==> config.mk <==
export PLATFORM = sky130hd
export DESIGN_NAME = wlbc_top
export DESIGN_NICKNAME = d
export VERILOG_FILES = /design/src/pkg/wlbc_pkg.sv /design/src/pkg/wlbc_rain_if.sv /design/src/core/wlbc_top.sv /design/src/core/wlbc_sync.sv /design/src/core/wlbc_rain.sv
export SDC_FILE = /design/constraint.sdc
export NUM_CORES = 1
export LEC_CHECK = 0
export BUFFER_PORTS_ARGS = -buffer_cell sky130_fd_sc_hd__buf_2
export CAP_MARGIN = 20
export CORE_ASPECT_RATIO = 1.75
export CORE_MARGIN = 5
export CORE_UTILIZATION = 46
export DETAILED_ROUTE_END_ITERATION = 12
export PLACE_DENSITY = 0.65
export SKIP_CTS_REPAIR_TIMING = 1
export SLEW_MARGIN = 20
export SYNTH_ARGS = -nofsm -noshare
export SYNTH_HDL_FRONTEND = slang
export SYNTH_SLANG_ARGS = --single-unit
==> constraint.sdc <==
create_clock -name CLK -period 7.44 [get_ports CLK]
set_clock_uncertainty 0.2 [all_clocks]
set_input_delay 0.744 -clock CLK [delete_from_list [all_inputs] [get_ports CLK]]
set_output_delay 0.744 -clock CLK [all_outputs]
set_load 0.01 [all_outputs]
==> src/pkg/wlbc_pkg.sv <==
package wlbc_pkg;
	// time base
	localparam int CLK_HZ   = 50_000_000;
	localparam int TICK_MS  = 10;
	localparam int TICK_CYC = CLK_HZ / 1000 * TICK_MS;

	// durations in ms, then in ticks
	localparam int WASH_MIN_MS = 200;
	localparam int WASH_MAX_MS = 600;
	localparam int WASH_DLY_MS = 300;
	localparam int WIPE_MS     = 700;
	localparam int WASH_RUN_MS = 3000;
	localparam int SENS_GAP_MS = 2000;
	localparam int FAULT_MS    = 1000;
	localparam int STUCK_MS    = 1000;
	localparam int INT_STEP_MS = 2000;
	localparam logic [8:0]  WASH_MIN_T = 9'(WASH_MIN_MS / TICK_MS);
	localparam logic [8:0]  WASH_MAX_T = 9'(WASH_MAX_MS / TICK_MS);
	localparam logic [8:0]  WASH_DLY_T = 9'(WASH_DLY_MS / TICK_MS);
	localparam logic [8:0]  WASH_END_T = 9'((WASH_DLY_MS + WIPE_MS) / TICK_MS);
	localparam logic [8:0]  WASH_RUN_T = 9'(WASH_RUN_MS / TICK_MS);
	localparam logic [6:0]  WIPE_T     = 7'(WIPE_MS / TICK_MS);
	localparam logic [7:0]  SENS_GAP_T = 8'(SENS_GAP_MS / TICK_MS);
	localparam logic [6:0]  FAULT_T    = 7'(FAULT_MS / TICK_MS);
	localparam logic [6:0]  STUCK_T    = 7'(STUCK_MS / TICK_MS);
	localparam logic [10:0] INT_STEP_T = 11'(INT_STEP_MS / TICK_MS);

	// register map
	localparam logic [7:0] CTRL_ADDR = 8'h00;
	localparam logic [7:0] STAT_ADDR = 8'h04;
	localparam logic [7:0] CTRL_RST  = 8'h50;
	localparam int ST_WLO  = 0;
	localparam int ST_WHI  = 1;
	localparam int ST_HLW  = 2;
	localparam int ST_TAIL = 3;
	localparam int ST_LOW  = 4;
	localparam int ST_HIGH = 5;
	localparam int ST_CUT  = 6;
	localparam int ST_SUPF = 7;
	localparam int ST_CLS  = 8;
	localparam int ST_FLT  = 11;
	localparam int ST_WST  = 13;

	// rain sensor duty classes and band limits in percent
	localparam logic [2:0] CLS_DRY   = 3'h0;
	localparam logic [2:0] CLS_RAIN  = 3'h1;
	localparam logic [2:0] CLS_HEAVY = 3'h2;
	localparam logic [2:0] CLS_F1    = 3'h3;
	localparam logic [2:0] CLS_F2    = 3'h4;
	localparam logic [2:0] CLS_F3    = 3'h5;
	localparam logic [31:0] BAND_F1  = 32'h0000000f;
	localparam logic [31:0] BAND_F2  = 32'h00000019;
	localparam logic [31:0] BAND_F3  = 32'h00000023;
	localparam logic [31:0] BAND_DRY = 32'h0000003c;
	localparam logic [31:0] BAND_RN  = 32'h00000055;
	localparam logic [31:0] PCT      = 32'h00000064;

	// confirmed fault kinds and sensitivity levels
	localparam logic [1:0] FK_NONE = 2'h0;
	localparam logic [1:0] FK_F1   = 2'h1;
	localparam logic [1:0] FK_F2   = 2'h2;
	localparam logic [1:0] FK_F3   = 2'h3;
	localparam logic [2:0] SENS_L2 = 3'h2;
	localparam logic [2:0] SENS_L3 = 3'h3;
	localparam logic [2:0] SENS_L4 = 3'h4;

	typedef enum logic [4:0] {
		W_IDLE  = 5'h01,
		W_PRESS = 5'h02,
		W_SHORT = 5'h04,
		W_HOLD  = 5'h08,
		W_AFTER = 5'h10
	} wlbc_wash_t;

	function automatic logic wlbc_is_rain(input logic [2:0] c);
		return (c == CLS_RAIN) || (c == CLS_HEAVY);
	endfunction

	function automatic logic wlbc_is_fault(input logic [2:0] c);
		return (c == CLS_F1) || (c == CLS_F2) || (c == CLS_F3);
	endfunction
endpackage

==> src/pkg/wlbc_rain_if.sv <==
`timescale 1ns/1ps
interface wlbc_rain_if;
	logic       tick;
	logic [2:0] cls;
	modport core (output tick, input cls);
	modport meas (input tick, output cls);
endinterface // wlbc_rain_if

==> src/core/wlbc_top.sv <==
// Notes on behaviour
// - run stage on: low request drives low relay, high request drives both relays.
// - intermittent request paces wipes from vehicle speed and interval setting.
// - washer press of 0.2 to 0.6 s gives one 0.7 s wipe after 0.3 s.
// - washer held past 0.6 s runs the wiper from 0.3 s after press.
// - after a held washer is released the wiper stops 3 s later.
// - run stage on and single_request_a input active hold the low relay on.
// - head lamp washer runs on its switch with tails, or washer with heads.
// - automatic request drives both wiper relays from the rain sensor.
// - entering automatic wipes once on rain; first entry since ignition always wipes.
// - automatic already selected at ignition on gives one wipe.
// - sensitivity increase with rain wipes once; repeats within 2 s add none.
// - internal fault held 1 s stops wipers; level 3 to 2 wipes once.
// - glass fault held 1 s stops wipers; level 4 to 3 wipes once.
// - no-signal code held 1 s or stuck duty held 2 s forces wipers off.
// - tails on, ignition off, then driver door opens: tails cut.
// - ignition on, driver door opens, then ignition off: tails cut.
// - cut cancelled by tail switch off then on, or key insertion.
// - first stage on and low beam switch turn the low beam relay on.
// - high request with low beam relay on drives high relay and indicator.
// - passing request drives both high and low beam relays.
// - auto light drives tail and low beam relays from light sensor levels.
// - bad sensor supply flags failure and, under auto light, keeps head lamps on.
`timescale 1ns/1ps
module wlbc_top #(
	parameter int TICK_CYCLES = wlbc_pkg::TICK_CYC
) (
	input  wire logic        CLK,
	input  wire logic        RSTN,
	input  wire logic        PSEL,
	input  wire logic        PENABLE,
	input  wire logic        PWRITE,
	input  wire logic [7:0]  PADDR,
	input  wire logic [31:0] PWDATA,
	output logic      [31:0] PRDATA,
	output logic             PREADY,
	output logic             PSLVERR,
	input  wire logic        IGNITION_RUN_STAGE,
	input  wire logic        IGNITION_FIRST_STAGE,
	input  wire logic        WIPER_LOW_REQ,
	input  wire logic        WIPER_HIGH_REQ,
	input  wire logic        WIPER_INT_REQ,
	input  wire logic        WIPER_AUTO_REQ,
	input  wire logic [2:0]  INT_SETTING,
	input  wire logic [7:0]  VEHICLE_SPEED,
	input  wire logic        WASHER_SW,
	input  wire logic        SINGLE_REQUEST_A,
	input  wire logic        HL_WASHER_SW,
	input  wire logic        TAIL_SW,
	input  wire logic        HEAD_LOW_SW,
	input  wire logic        HEAD_HIGH_SW,
	input  wire logic        PASSING_SW,
	input  wire logic        AUTO_LIGHT_SW,
	input  wire logic        DARK_TAIL,
	input  wire logic        DARK_HEAD,
	input  wire logic        SENSOR_SUPPLY_OK,
	input  wire logic [2:0]  SENSITIVITY,
	input  wire logic        RAIN_PWM,
	input  wire logic        DRIVER_DOOR,
	input  wire logic        KEY_IN,
	output logic             WIPER_LOW_RELAY,
	output logic             WIPER_HIGH_RELAY,
	output logic             HL_WASHER_OUT,
	output logic             TAIL_RELAY,
	output logic             LOW_BEAM_RELAY,
	output logic             HIGH_BEAM_RELAY,
	output logic             HIGH_BEAM_IND
);
	import wlbc_pkg::*;

	localparam int          SW        = 34;
	localparam logic [18:0] TICK_LAST = 19'(TICK_CYCLES - 1);

	typedef struct packed {
		logic        tick;
		logic [18:0] tick_cnt;
		wlbc_wash_t  wst;
		logic [8:0]  wcnt;
		logic [6:0]  wipe_cnt;
		logic [10:0] int_cnt;
		logic        auto_prev;
		logic        first_done;
		logic [2:0]  sens_prev;
		logic [7:0]  gap;
		logic [6:0]  fcnt;
		logic [2:0]  fcls;
		logic [1:0]  fault;
		logic        ignition_first_stage_prev;
		logic        door_prev;
		logic        key_prev;
		logic        tail_prev;
		logic        door_flag;
		logic        cut;
		logic        sup_fail;
		logic        wlo;
		logic        whi;
		logic        hlw;
		logic        tail;
		logic        low;
		logic        high;
		logic        ind;
		logic [7:0]  thr;
		logic        pready;
		logic        pslverr;
		logic [31:0] prdata;
	} wlbc_state_t;
	wlbc_state_t s, next_s;

	logic [SW-1:0] raw;
	logic [SW-1:0] syn;
	logic          ignition_run_stage;
	logic          ignition_first_stage;
	logic          wl;
	logic          wh;
	logic          wi;
	logic          wa;
	logic [2:0]    int_set;
	logic [7:0]    speed;
	logic          wash;
	logic          single_request_a;
	logic          hlw_sw;
	logic          tail_sw;
	logic          hlow;
	logic          hhigh;
	logic          pass;
	logic          autol;
	logic          dtail;
	logic          dhead;
	logic          supok;
	logic [2:0]    sens;
	logic          rain_pin;
	logic          door;
	logic          key;

	// all vehicle input pins pass the three-stage synchroniser; the apb pins do not
	assign raw = {IGNITION_RUN_STAGE, IGNITION_FIRST_STAGE, WIPER_LOW_REQ,
		WIPER_HIGH_REQ, WIPER_INT_REQ, WIPER_AUTO_REQ, INT_SETTING,
		VEHICLE_SPEED, WASHER_SW, SINGLE_REQUEST_A, HL_WASHER_SW, TAIL_SW,
		HEAD_LOW_SW, HEAD_HIGH_SW, PASSING_SW, AUTO_LIGHT_SW, DARK_TAIL,
		DARK_HEAD, SENSOR_SUPPLY_OK, SENSITIVITY, RAIN_PWM, DRIVER_DOOR, KEY_IN};
	assign {ignition_run_stage, ignition_first_stage, wl, wh, wi, wa, int_set, speed, wash, single_request_a, hlw_sw,
		tail_sw, hlow, hhigh, pass, autol, dtail, dhead, supok, sens,
		rain_pin, door, key} = syn;

	wlbc_sync #(.W(SW)) u_sync (
		.clk  (CLK),
		.rstn (RSTN),
		.d    (raw),
		.q    (syn)
	);

	wlbc_rain_if rif ();

	wlbc_rain u_rain (
		.clk  (CLK),
		.rstn (RSTN),
		.pin  (rain_pin),
		.rif  (rif)
	);

	assign rif.tick = s.tick;

	// a sensitivity step from one level to another
	function automatic logic step(input logic [2:0] prev, input logic [2:0] cur,
		input logic [2:0] from, input logic [2:0] to);
		return (prev == from) && (cur == to);
	endfunction

	// fault kind of a confirmed fault class
	function automatic logic [1:0] kind(input logic [2:0] c);
		if (c == CLS_F1)
			return FK_F1;
		else if (c == CLS_F2)
			return FK_F2;
		else
			return FK_F3;
	endfunction

	// next state of the whole block
	always_comb begin
		logic        tk;
		logic        wipe_req;
		logic [10:0] int_len;
		logic        auto_on;
		logic        entry;
		logic        inc;
		logic        rainy;
		logic        wash_on;
		logic        auto_lo;
		logic        auto_hi;
		logic        door_rise;
		logic        setup;
		logic        hit_c;
		logic        hit_s;
		logic [31:0] status;
		tk        = s.tick;
		wipe_req  = 1'b0;
		int_len   = ({8'h00, int_set} + 11'h001) * INT_STEP_T;
		auto_on   = ignition_run_stage & wa;
		entry     = auto_on & ~s.auto_prev;
		inc       = sens < s.sens_prev;
		rainy     = wlbc_is_rain(rif.cls);
		wash_on   = 1'b0;
		auto_lo   = 1'b0;
		auto_hi   = 1'b0;
		door_rise = door & ~s.door_prev;
		setup     = PSEL & ~PENABLE;
		hit_c     = PADDR == CTRL_ADDR;
		hit_s     = PADDR == STAT_ADDR;
		status    = '0;
		next_s    = s;

		// common time base
		next_s.tick = 1'b0;
		if (s.tick_cnt == TICK_LAST) begin
			next_s.tick_cnt = '0;
			next_s.tick     = 1'b1;
		end else begin
			next_s.tick_cnt = s.tick_cnt + 19'h00001;
		end

		// washer press timing
		unique case (s.wst)
			W_IDLE: begin
				if (wash) begin
					next_s.wst  = W_PRESS;
					next_s.wcnt = '0;
				end
			end
			W_PRESS: begin
				if (!wash)
					next_s.wst = (s.wcnt >= WASH_MIN_T) ? W_SHORT : W_IDLE;
				else if (tk && s.wcnt >= WASH_MAX_T)
					next_s.wst = W_HOLD;
				else if (tk)
					next_s.wcnt = s.wcnt + 9'h001;
			end
			W_SHORT: begin
				if (tk && s.wcnt >= WASH_END_T)
					next_s.wst = W_IDLE;
				else if (tk)
					next_s.wcnt = s.wcnt + 9'h001;
			end
			W_HOLD: begin
				if (!wash) begin
					next_s.wst  = W_AFTER;
					next_s.wcnt = '0;
				end
			end
			W_AFTER: begin
				if (wash)
					next_s.wst = W_HOLD;
				else if (tk && s.wcnt >= WASH_RUN_T)
					next_s.wst = W_IDLE;
				else if (tk)
					next_s.wcnt = s.wcnt + 9'h001;
			end
			default: next_s.wst = W_IDLE;
		endcase
		// wiper runs from 0.3 s after the press
		if ((s.wst == W_PRESS || s.wst == W_SHORT) && s.wcnt >= WASH_DLY_T)
			wash_on = 1'b1;
		if (s.wst == W_HOLD || s.wst == W_AFTER)
			wash_on = 1'b1;

		// intermittent pacing, halved above the speed threshold
		if (speed > s.thr)
			int_len = {1'b0, int_len[10:1]};
		if (ignition_run_stage && wi) begin
			if (tk && s.int_cnt >= int_len) begin
				next_s.int_cnt = '0;
				wipe_req       = 1'b1;
			end else if (tk) begin
				next_s.int_cnt = s.int_cnt + 11'h001;
			end
		end else begin
			next_s.int_cnt = '1;
		end

		// automatic entry; ignition off rearms the first-entry wipe
		next_s.auto_prev = auto_on;
		if (!ignition_run_stage)
			next_s.first_done = 1'b0;
		if (entry) begin
			next_s.first_done = 1'b1;
			if (!s.first_done || rainy)
				wipe_req = 1'b1;
		end

		// sensitivity increases, spaced by the 2 s gap timer
		next_s.sens_prev = sens;
		if (tk && s.gap != SENS_GAP_T)
			next_s.gap = s.gap + 8'h01;
		if (auto_on && inc) begin
			next_s.gap = '0;
			if (s.fault == FK_NONE && rainy && s.gap == SENS_GAP_T)
				wipe_req = 1'b1;
		end
		if (auto_on && s.fault == FK_F1 && step(s.sens_prev, sens, SENS_L3, SENS_L2))
			wipe_req = 1'b1;
		if (auto_on && s.fault == FK_F2 && step(s.sens_prev, sens, SENS_L4, SENS_L3))
			wipe_req = 1'b1;

		// rain sensor fault confirmation over 1 s of the same code
		if (!auto_on || !wlbc_is_fault(rif.cls)) begin
			next_s.fcnt  = '0;
			next_s.fcls  = rif.cls;
			next_s.fault = FK_NONE;
		end else if (rif.cls != s.fcls) begin
			next_s.fcnt = '0;
			next_s.fcls = rif.cls;
		end else if (tk && s.fcnt >= FAULT_T) begin
			next_s.fault = kind(rif.cls);
		end else if (tk) begin
			next_s.fcnt = s.fcnt + 7'h01;
		end

		// rain driven relays, off while a fault is confirmed
		if (auto_on && s.fault == FK_NONE) begin
			auto_lo = rainy;
			auto_hi = rif.cls == CLS_HEAVY;
		end

		// single wipe generator
		if (wipe_req && s.wipe_cnt == '0)
			next_s.wipe_cnt = WIPE_T;
		else if (tk && s.wipe_cnt != '0)
			next_s.wipe_cnt = s.wipe_cnt - 7'h01;

		// wiper relays
		next_s.wlo = ignition_run_stage & (wl | wh | single_request_a | wash_on | (s.wipe_cnt != '0) | auto_lo);
		next_s.whi = ignition_run_stage & (wh | auto_hi);

		// tail lamp auto cut
		next_s.ignition_first_stage_prev = ignition_first_stage;
		next_s.door_prev = door;
		next_s.key_prev  = key;
		next_s.tail_prev = tail_sw;
		if (ignition_first_stage && door_rise)
			next_s.door_flag = 1'b1;
		else if (!ignition_first_stage)
			next_s.door_flag = 1'b0;
		if (!ignition_first_stage && door_rise && tail_sw)
			next_s.cut = 1'b1;
		else if (!ignition_first_stage && s.ignition_first_stage_prev && s.door_flag)
			next_s.cut = 1'b1;
		else if ((key && !s.key_prev) || (tail_sw && !s.tail_prev))
			next_s.cut = 1'b0;

		// lamps
		next_s.sup_fail = ignition_first_stage & ~supok;
		next_s.tail = (tail_sw & ~s.cut) | (ignition_first_stage & autol & dtail);
		next_s.low  = ignition_first_stage & (hlow | pass | (autol & (dhead | s.sup_fail)));
		next_s.high = ignition_first_stage & ((hhigh & s.low) | pass);
		next_s.ind  = ignition_first_stage & ((hhigh & s.low) | pass);
		next_s.hlw  = ignition_run_stage & ((hlw_sw & s.tail) | (wash & s.low));

		// apb slave, answer in the first access cycle
		status[ST_WLO]            = s.wlo;
		status[ST_WHI]            = s.whi;
		status[ST_HLW]            = s.hlw;
		status[ST_TAIL]           = s.tail;
		status[ST_LOW]            = s.low;
		status[ST_HIGH]           = s.high;
		status[ST_CUT]            = s.cut;
		status[ST_SUPF]           = s.sup_fail;
		status[ST_CLS +: 3]       = rif.cls;
		status[ST_FLT +: 2]       = s.fault;
		status[ST_WST +: 5]       = s.wst;
		next_s.pready  = setup;
		next_s.pslverr = setup & ~(hit_c | hit_s);
		next_s.prdata  = '0;
		if (setup && hit_c)
			next_s.prdata = {24'h000000, s.thr};
		else if (setup && hit_s)
			next_s.prdata = status;
		if (PSEL && PENABLE && s.pready && PWRITE && hit_c)
			next_s.thr = PWDATA[7:0];
	end

	// state register
	always_ff @(posedge CLK or negedge RSTN) begin
		if (!RSTN) begin
			s         <= '0;
			s.wst     <= W_IDLE;
			s.gap     <= SENS_GAP_T;
			s.int_cnt <= '1;
			s.thr     <= CTRL_RST;
		end else begin
			s <= next_s;
		end
	end

	// outputs straight from the state register
	assign PRDATA           = s.prdata;
	assign PREADY           = s.pready;
	assign PSLVERR          = s.pslverr;
	assign WIPER_LOW_RELAY  = s.wlo;
	assign WIPER_HIGH_RELAY = s.whi;
	assign HL_WASHER_OUT    = s.hlw;
	assign TAIL_RELAY       = s.tail;
	assign LOW_BEAM_RELAY   = s.low;
	assign HIGH_BEAM_RELAY  = s.high;
	assign HIGH_BEAM_IND    = s.ind;
endmodule // wlbc_top

==> src/core/wlbc_sync.sv <==
`timescale 1ns/1ps
module wlbc_sync #(
	parameter int W = 1
) (
	input  wire logic         clk,
	input  wire logic         rstn,
	input  wire logic [W-1:0] d,
	output logic      [W-1:0] q
);
	typedef struct packed {
		logic [W-1:0] s1;
		logic [W-1:0] s2;
		logic [W-1:0] s3;
		logic [W-1:0] q;
	} wlbc_sync_t;
	wlbc_sync_t s, next_s;

	// three stages; a bit changes once stages two and three agree
	always_comb begin
		next_s    = s;
		next_s.s1 = d;
		next_s.s2 = s.s1;
		next_s.s3 = s.s2;
		for (int i = 0; i < W; i++) begin
			if (s.s2[i] == s.s3[i])
				next_s.q[i] = s.s3[i];
		end
	end

	always_ff @(posedge clk or negedge rstn) begin
		if (!rstn)
			s <= '0;
		else
			s <= next_s;
	end

	assign q = s.q;
endmodule // wlbc_sync

==> src/core/wlbc_rain.sv <==
`timescale 1ns/1ps
module wlbc_rain (
	input wire logic   clk,
	input wire logic   rstn,
	input wire logic   pin,
	wlbc_rain_if.meas  rif
);
	import wlbc_pkg::*;

	typedef struct packed {
		logic        prev;
		logic [23:0] hi;
		logic [23:0] per;
		logic [6:0]  idle;
		logic [2:0]  cls;
	} wlbc_rain_t;
	wlbc_rain_t s, next_s;

	// duty band of one pwm period, compared in percent without division
	function automatic logic [2:0] band(input logic [23:0] hi, input logic [23:0] per);
		logic [31:0] h;
		logic [31:0] p;
		h = {8'h00, hi} * PCT;
		p = {8'h00, per};
		if (h < p * BAND_F1)       return CLS_F1;
		else if (h < p * BAND_F2)  return CLS_F2;
		else if (h < p * BAND_F3)  return CLS_F3;
		else if (h < p * BAND_DRY) return CLS_DRY;
		else if (h < p * BAND_RN)  return CLS_RAIN;
		else                       return CLS_HEAVY;
	endfunction

	// measure high time and period, classify at each rising edge
	always_comb begin
		next_s      = s;
		next_s.prev = pin;
		if (s.per != '1)
			next_s.per = s.per + 24'h000001;
		if (pin && s.hi != '1)
			next_s.hi = s.hi + 24'h000001;
		if (rif.tick && s.idle != STUCK_T)
			next_s.idle = s.idle + 7'h01;
		if (pin && !s.prev) begin
			next_s.cls  = band(s.hi, s.per);
			next_s.hi   = '0;
			next_s.per  = '0;
			next_s.idle = '0;
		end else if (s.idle == STUCK_T) begin
			next_s.cls = CLS_F3;
		end
	end

	always_ff @(posedge clk or negedge rstn) begin
		if (!rstn)
			s <= '0;
		else
			s <= next_s;
	end

	assign rif.cls = s.cls;
endmodule // wlbc_rain

==> flow_metrics.py, run 1 <==
metrics = {
    "status": {
        "status": "finished clean",
    },
    "cells_and_area": {
        "drive_gt1_share_pct": 7.33,
        "fillCellCount": 5551,
        "diodes": 0,
        "final_area_sq_um": 30500,
        "area_growth_pct": 8.91,
        "multi_input_area_sq_um": 18100,
        "layout.nets": 3724,
        "seq_area_sq_um": 7850,
    },
    "sta": {
        "period_share_pct": 92.8,
        "rsz0062_at_grt": "no",
        "min_period_ns": 6.91,
        "max_freq_mhz": 145,
        "hold_viol": 0,
        "worst_pin_slew_ns": 1.10,
        "final_max_slew_viol_count": 0,
        "maxSlewHeadroom_pct": 26.4,
        "tns_ns": 0,
        "final-setup-viol-count": 0,
    },
    "setup_path": {
        "rr_startpoint": "u_rain.s[13]$_DFFE_PN0P_",
        "crit_slowest_cell": "fa_1",
        "reg2reg_to": "u_rain.rif.cls[0]$_DFFE_PN0P_",
        "r2r_cells": 28,
        "max_stage_delay_ns": 0.56,
        "criticalPathCategory": "flop to flop",
        "cp-end-kind": "flop",
        "ff2ff_setup_slack_ns": 0.53,
        "start_kind": "flop",
        "crit_arrival_ns": 7.22,
        "cp_data_required_time_ns": 7.75,
        "path_max_fanout": 4,
    },
    "placed_design": {
        "place_congestion": 0.962,
        "placed_area_sq_um": 29500,
        "dp_hpwl_microns": 55600,
        "placement.io_buffers": 81,
    },
    "clock_tree": {
        "h-tree-depth": 1,
        "cts_buffers": 30,
        "cts_tree": "done",
        "worst_setup_hold_path_clk_slew_ns": 0.07,
        "clock_sinks": 313,
        "clock_latency_ns": 0.60,
        "cts-root-buf": "clkbuf_16",
        "cts.path.max_buffers": 3,
    },
    "power_and_ir_drop": {
        "peakVddDrop_uv": 218,
        "powerDensity_nw_per_um2": 191,
        "p_leak_nw": 16.3,
    },
    "synthesis": {
        "synth_edf_count": 0,
        "synthFlopType": "dfrtp_1",
        "synth.yosys.seq_area_share_pct": 28.0,
        "synth_cells": 2912,
        "ys_ff_latch": 313,
        "yosys-top-cells-area": "dfrtp_1 (26%), ha_1 (22%), fa_1 (10%)",
        "syn_avg_cell_area_sq_um": 9.63,
        "netlist_area_sq_um": 28000,
        "yosys.area.top_type_share_pct": 26.4,
        "synth_top_area_cell": "dfrtp_1",
        "synthDistinctLibCells": 79,
        "synthArstFlopShare_pct": 100,
        "ys_warn_count": 0,
    },
    "global_route": {
        "overflow": 0,
        "antenna_found_initial": 0,
        "grt_max_degree": 176,
        "grt_usage_pct": 20.4,
        "grt_pass1_vias": 22100,
        "grt_pass1_wl_microns": 110000,
    },
    "detailed_routing": {
        "route.detailed.drc": 0,
        "routedWlPerCell_microns": 17.6,
        "dr_total_vias": 21000,
        "drt_first_pass_iters": 7,
        "totalWireLength_microns": 67600,
        "drtAntennaViolNets": 0,
        "drtIter0Drc": 772,
        "avgViaCountPerCell": 5.48,
    },
    "worst_hold_path": {
        "holdPathStages": 1,
        "min_path_type": "primary input to flop",
        "hold_start": "SENSITIVITY[1]",
        "min_to": "u_sync.next_s[72]$_DFF_PN0_",
    },
    "die": {
        "ioPinCount": 120,
        "core.rowCount": 119,
        "start_util_pct": 46.5,
        "dieArea_sq_um": 66200,
        "die_x_microns": 197,
        "fp.coreArea_sq_um": 60300,
        "die_height_microns": 337,
    },
    "flow_run": {
        "maxCapViolations": 0,
    },
}
-- cell type report --
type / instances / area share (%)
Clock inverter: 19 / 0.864
Clock buffer: 37 / 2.67
Inverter: 475 / 5.84
Sequential cell: 313 / 25.7
Timing Repair Buffer: 120 / 2.37
Multi-Input combinational cell: 2079 / 59.3
Tap cell: 786 / 3.22
-- placed cells by master, fill, tap and decap left out, types with 15 or more instances in the layout --
| cell type | instances |
|---|---|
| maj3_1 | 34 |
| and2_1 | 26 |
| a31oi_1 | 16 |
| dfrtp_1 | 296 |
| a211oi_1 | 20 |
| nor2_1 | 167 |
| nor2b_1 | 34 |
| o21ai_0 | 103 |
| a211o_1 | 17 |
| o31ai_1 | 16 |
| fa_1 | 144 |
| and3_1 | 33 |
| nor3_1 | 42 |
| nand2_1 | 117 |
| nand3_1 | 77 |
| a21o_1 | 77 |
| nand2b_1 | 28 |
| buf_2 | 80 |
| or3_1 | 16 |
| a21oi_1 | 153 |
| clkbuf_16 | 30 |
| xor2_1 | 88 |
| inv_1 | 474 |
| buf_4 | 37 |
| o211ai_1 | 16 |
| xnor2_1 | 118 |
| o21a_1 | 28 |
| conb_1 | 15 |
| nand4_1 | 36 |
| ha_1 | 482 |
| dfstp_2 | 17 |
-- registers in the layout, summed over array words and instances (netlist names) --
register and count:
TAIL_RELAY 1, u_sync.s 34, PREADY 1, s 91, u_sync.next_s 68, HIGH_BEAM_IND 1, WIPER_HIGH_RELAY 1, HL_WASHER_OUT 1
PRDATA 18, LOW_BEAM_RELAY 1, u_rain.s 56, u_sync.q 34, WIPER_LOW_RELAY 1, PSLVERR 1, rif.tick 1, u_rain.rif.cls 3
-- per-stage QoR --
stage               hold slack [ns]  utilization, %  std cells  setup slack (ns)  power (mW)
floorplan                     0.131               -       2925              1.30        3.53
global route                 0.0276            50.7       3829             0.162        6.26
finish                       0.0492            50.7       3829             0.533        5.84
CTS                         -0.0893            50.6       3828             0.585        5.91
detailed placement            0.135            48.8       3772             0.617        4.21
global placement              0.132            48.8       3772             0.667        4.12
-- cells in the mapped netlist (77+ instances only) --
cell type,n
xor2_1,88
dfrtp_1,296
nor2_1,168
fa_1,144
a21o_1,77
nand2_1,117
ha_1,482
inv_1,474
nand3_1,77
o21ai_0,103
a21oi_1,153
xnor2_1,118
-- cell families (layout without fill, tap and decap cells) --
family / after synthesis / in the layout / synth area share [%]
buf+inv: 533 / 651 / 7.59
mux: 20 / 20 / 0.754
other cells: 2 / 15 / 0.0268
simple gates: 645 / 645 / 11.7
fa+ha+maj: 660 / 660 / 33.0
flops: 313 / 313 / 28.0
compound gates: 533 / 533 / 12.5
xor+xnor: 206 / 206 / 6.43
-- worst max-delay path, delay by kind of cell (launching register included) --
kind	cells	cell delay (ns)
buffers and inverters	4	0.25
flip-flops	1	0.38
adder cells (fa/ha/maj)	6	2.31
AND/OR/NAND/NOR	4	0.86
AO/OA/AOI/OAI	13	2.67
XOR/XNOR	1	0.17
-- where the power goes --
part | switching [mW] | leakage (nW) | total (mW) | internal (mW)
clock | 0.709 | 0.521 | 1.65 | 0.937
combinational | 1.33 | 11.9 | 2.28 | 0.949
sequential | 0.108 | 3.91 | 1.91 | 1.81
total | 2.15 | 16.3 | 5.84 | 3.69
-- how the worst max path moves through the flow --
stage | from | endpoint | slack [ns]
4_1_cts | u_rain.s[13]$_DFFE_PN0P_ | u_rain.rif.cls[0]$_DFFE_PN0P_ | 0.59
5_1_grt | u_rain.s[13]$_DFFE_PN0P_ | u_rain.rif.cls[0]$_DFFE_PN0P_ | 0.16
3_3_place_gp | u_rain.s[11]$_DFFE_PN0P_ | u_rain.rif.cls[0]$_DFFE_PN0P_ | 0.67
3_5_place_dp | u_rain.s[11]$_DFFE_PN0P_ | u_rain.rif.cls[0]$_DFFE_PN0P_ | 0.62
6_report | u_rain.s[13]$_DFFE_PN0P_ | u_rain.rif.cls[0]$_DFFE_PN0P_ | 0.53
2_1_floorplan | u_rain.s[13]$_DFFE_PN0P_ | u_rain.rif.cls[0]$_DFFE_PN0P_ | 1.30
-- metal layers --
metal / global-route usage (%) / vias up / routed length (microns)
met4: 14.2 / 0 / 5820
li1: - / 10100 / -
met1: 19.4 / 10100 / 23000
met3: 2.10 / 245 / 2160
met5: 0 / - / 0
met2: 40.1 / 497 / 36600
(Power assumes the default switching activity.)
==> run 2: changes to the inputs <==
==> constraint.sdc (replaced) <==
create_clock -name CLK -period 6.45 [get_ports CLK]
set_clock_uncertainty 0.2 [all_clocks]
set_input_delay 0.645 -clock CLK [delete_from_list [all_inputs] [get_ports CLK]]
set_output_delay 0.645 -clock CLK [all_outputs]
set_load 0.01 [all_outputs]
==> flow_metrics.py, run 2 (synthesis results as in run 1) <==
metrics = {
    "power_and_ir_drop": {
        "internal_power_mw": 4.46,
        "powerDensity_nw_per_um2": 223,
        "seqPwrFrac_pct": 31.2,
        "pwr-share-comb_pct": 41.4,
        "clkPwrFrac_pct": 27.4,
        "swShare_pct": 36.4,
        "p_leak_nw": 16.7,
        "peakVddDrop_uv": 273,
        "p_switching_mw": 2.56,
        "finalPower_mw": 7.02,
    },
    "setup_path": {
        "cp_data_required_time_ns": 6.73,
        "criticalPathCategory": "flop to flop",
        "r2r_cells": 28,
        "ff2ff_setup_slack_ns": 0.27,
        "start_kind": "flop",
        "cp-end-kind": "flop",
        "max_stage_delay_ns": 0.50,
        "crit_slowest_cell": "fa_1",
        "reg2reg_to": "u_rain.rif.cls[0]$_DFFE_PN0P_",
        "path_max_fanout": 8,
        "rr_startpoint": "u_rain.s[13]$_DFFE_PN0P_",
        "crit_arrival_ns": 6.46,
        "critPathMostFrequentCell": "ha_1",
    },
    "global_route": {
        "grt_max_degree": 177,
        "overflow": 0,
        "grt_pass1_wl_microns": 110000,
        "grt_usage_pct": 20.3,
        "antenna_found_initial": 0,
        "grt_pass1_vias": 22500,
    },
    "flow_run": {
        "maxCapViolations": 0,
    },
    "die": {
        "ioPinCount": 120,
        "dieArea_sq_um": 66200,
        "start_util_pct": 46.5,
        "core.rowCount": 119,
        "fp.coreArea_sq_um": 60300,
        "die_x_microns": 197,
        "die_height_microns": 337,
    },
    "cells_and_area": {
        "fillCellCount": 5427,
        "largest_register_ffs": 91,
        "seq_area_sq_um": 7860,
        "area_growth_pct": 12.2,
        "layout_common_cells": "ha_1 (478), inv_1 (472), dfrtp_1 (293), nor2_1 (167), a21oi_1 (149)",
        "layout.nets": 3811,
        "drive_gt1_share_pct": 9.78,
        "final_common_cell": "ha_1",
        "final_area_sq_um": 31500,
        "multi_input_area_sq_um": 18300,
        "largest-register": "s",
        "layoutNonFillerInstCount": 3917,
    },
    "detailed_routing": {
        "route.detailed.drc": 0,
        "avgViaCountPerCell": 5.47,
        "drtIter0Drc": 880,
        "routedWlPerCell_microns": 17.5,
        "totalWireLength_microns": 68600,
        "dr_total_vias": 21400,
        "drtAntennaViolNets": 0,
        "drt_first_pass_iters": 5,
    },
    "clock_tree": {
        "clock_latency_ns": 0.59,
        "h-tree-depth": 1,
        "clock_sinks": 313,
        "cts_buffers": 30,
        "cts.path.max_buffers": 3,
        "worst_setup_hold_path_clk_slew_ns": 0.07,
        "cts_tree": "done",
        "cts-root-buf": "clkbuf_16",
    },
    "sta": {
        "max_freq_mhz": 162,
        "worst_pin_slew_ns": 1.09,
        "maxSlewHeadroom_pct": 27.2,
        "hold_viol": 0,
        "final_max_slew_viol_count": 0,
        "hold_ws_ns": 0.0147,
        "final-setup-viol-count": 0,
        "tns_ns": 0,
        "period_share_pct": 95.8,
        "min_period_ns": 6.18,
    },
    "placed_design": {
        "placed_area_sq_um": 29800,
        "place_congestion": 0.988,
        "dp_hpwl_microns": 56300,
        "placement.io_buffers": 81,
        "placed_cells": 3816,
    },
    "worst_hold_path": {
        "min_path_type": "primary input to flop",
        "holdPathStages": 1,
        "min_to": "u_sync.next_s[93]$_DFF_PN0_",
        "hold_start": "INT_SETTING[0]",
    },
    "status": {
        "status": "finished clean",
    },
}
## run 2: changes by cell type in the layout (fill, tap and decap cells not counted), moves of 4 or more
cell           delta
a21oi_1           -4
dlygate4sd3_1    +33
buf_4            +54
o21ai_0           -4
a21oi_2           +4
ha_1              -4
ha_4              +4
## run 2: cell type report
class                      instances  area share, %
antenna                            1        0.00795
clock buffer                      36           2.65
clock inverter                    20          0.827
inverter                         475           5.69
multi-input combinational       2079           58.1
sequential                       313           25.0
tap                              786           3.13
timing repair buffer             207           4.64
## run 2: how the worst max path moves through the flow
stage          depth (start not counted)                     start                       endpoint
6_report                              28  u_rain.s[13]$_DFFE_PN0P_  u_rain.rif.cls[0]$_DFFE_PN0P_
5_1_grt                               26  u_rain.s[12]$_DFFE_PN0P_  u_rain.rif.cls[1]$_DFFE_PN0P_
4_1_cts                               29  u_rain.s[13]$_DFFE_PN0P_  u_rain.rif.cls[0]$_DFFE_PN0P_
3_5_place_dp                          29  u_rain.s[13]$_DFFE_PN0P_  u_rain.rif.cls[0]$_DFFE_PN0P_
3_3_place_gp                          29  u_rain.s[11]$_DFFE_PN0P_  u_rain.rif.cls[0]$_DFFE_PN0P_
2_1_floorplan                         28  u_rain.s[13]$_DFFE_PN0P_  u_rain.rif.cls[0]$_DFFE_PN0P_
## run 2: layer usage
layer | global-route usage [%] | vias to the layer above | wire (microns)
met5 | 0 | - | 0
met1 | 19.7 | 10500 | 23200
met3 | 1.75 | 209 | 2030
met2 | 40.1 | 487 | 37600
met4 | 13.7 | 0 | 5660
li1 | - | 10300 | -
## run 2: worst max-delay path, delay by kind of cell (launching register included)
kind / cells / cell delay, ns
fa+ha+maj: 6 / 2.20
flops: 1 / 0.40
compound gates: 15 / 2.35
simple gates: 1 / 0.18
xor+xnor: 1 / 0.15
buf+inv: 5 / 0.59
## run 2: power groups by stage
stage	Clock [mW]	Combinational, mW	Sequential, mW
finish	1.92	2.90	2.19
global route	2.05	3.28	2.21
floorplan	0	1.86	2.21
global placement	0	2.68	2.22
detailed placement	0	2.77	2.23
CTS	1.97	2.79	2.19
## run 2: per-stage QoR
step                      setup WS, ns  utilization (%)
final                            0.269             52.2
after global routing          -0.00632             52.2
after CTS                       -0.103             51.2
after detailed placement       -0.0622             49.4
after global placement         -0.0326             49.4
after floorplan                  0.309                -
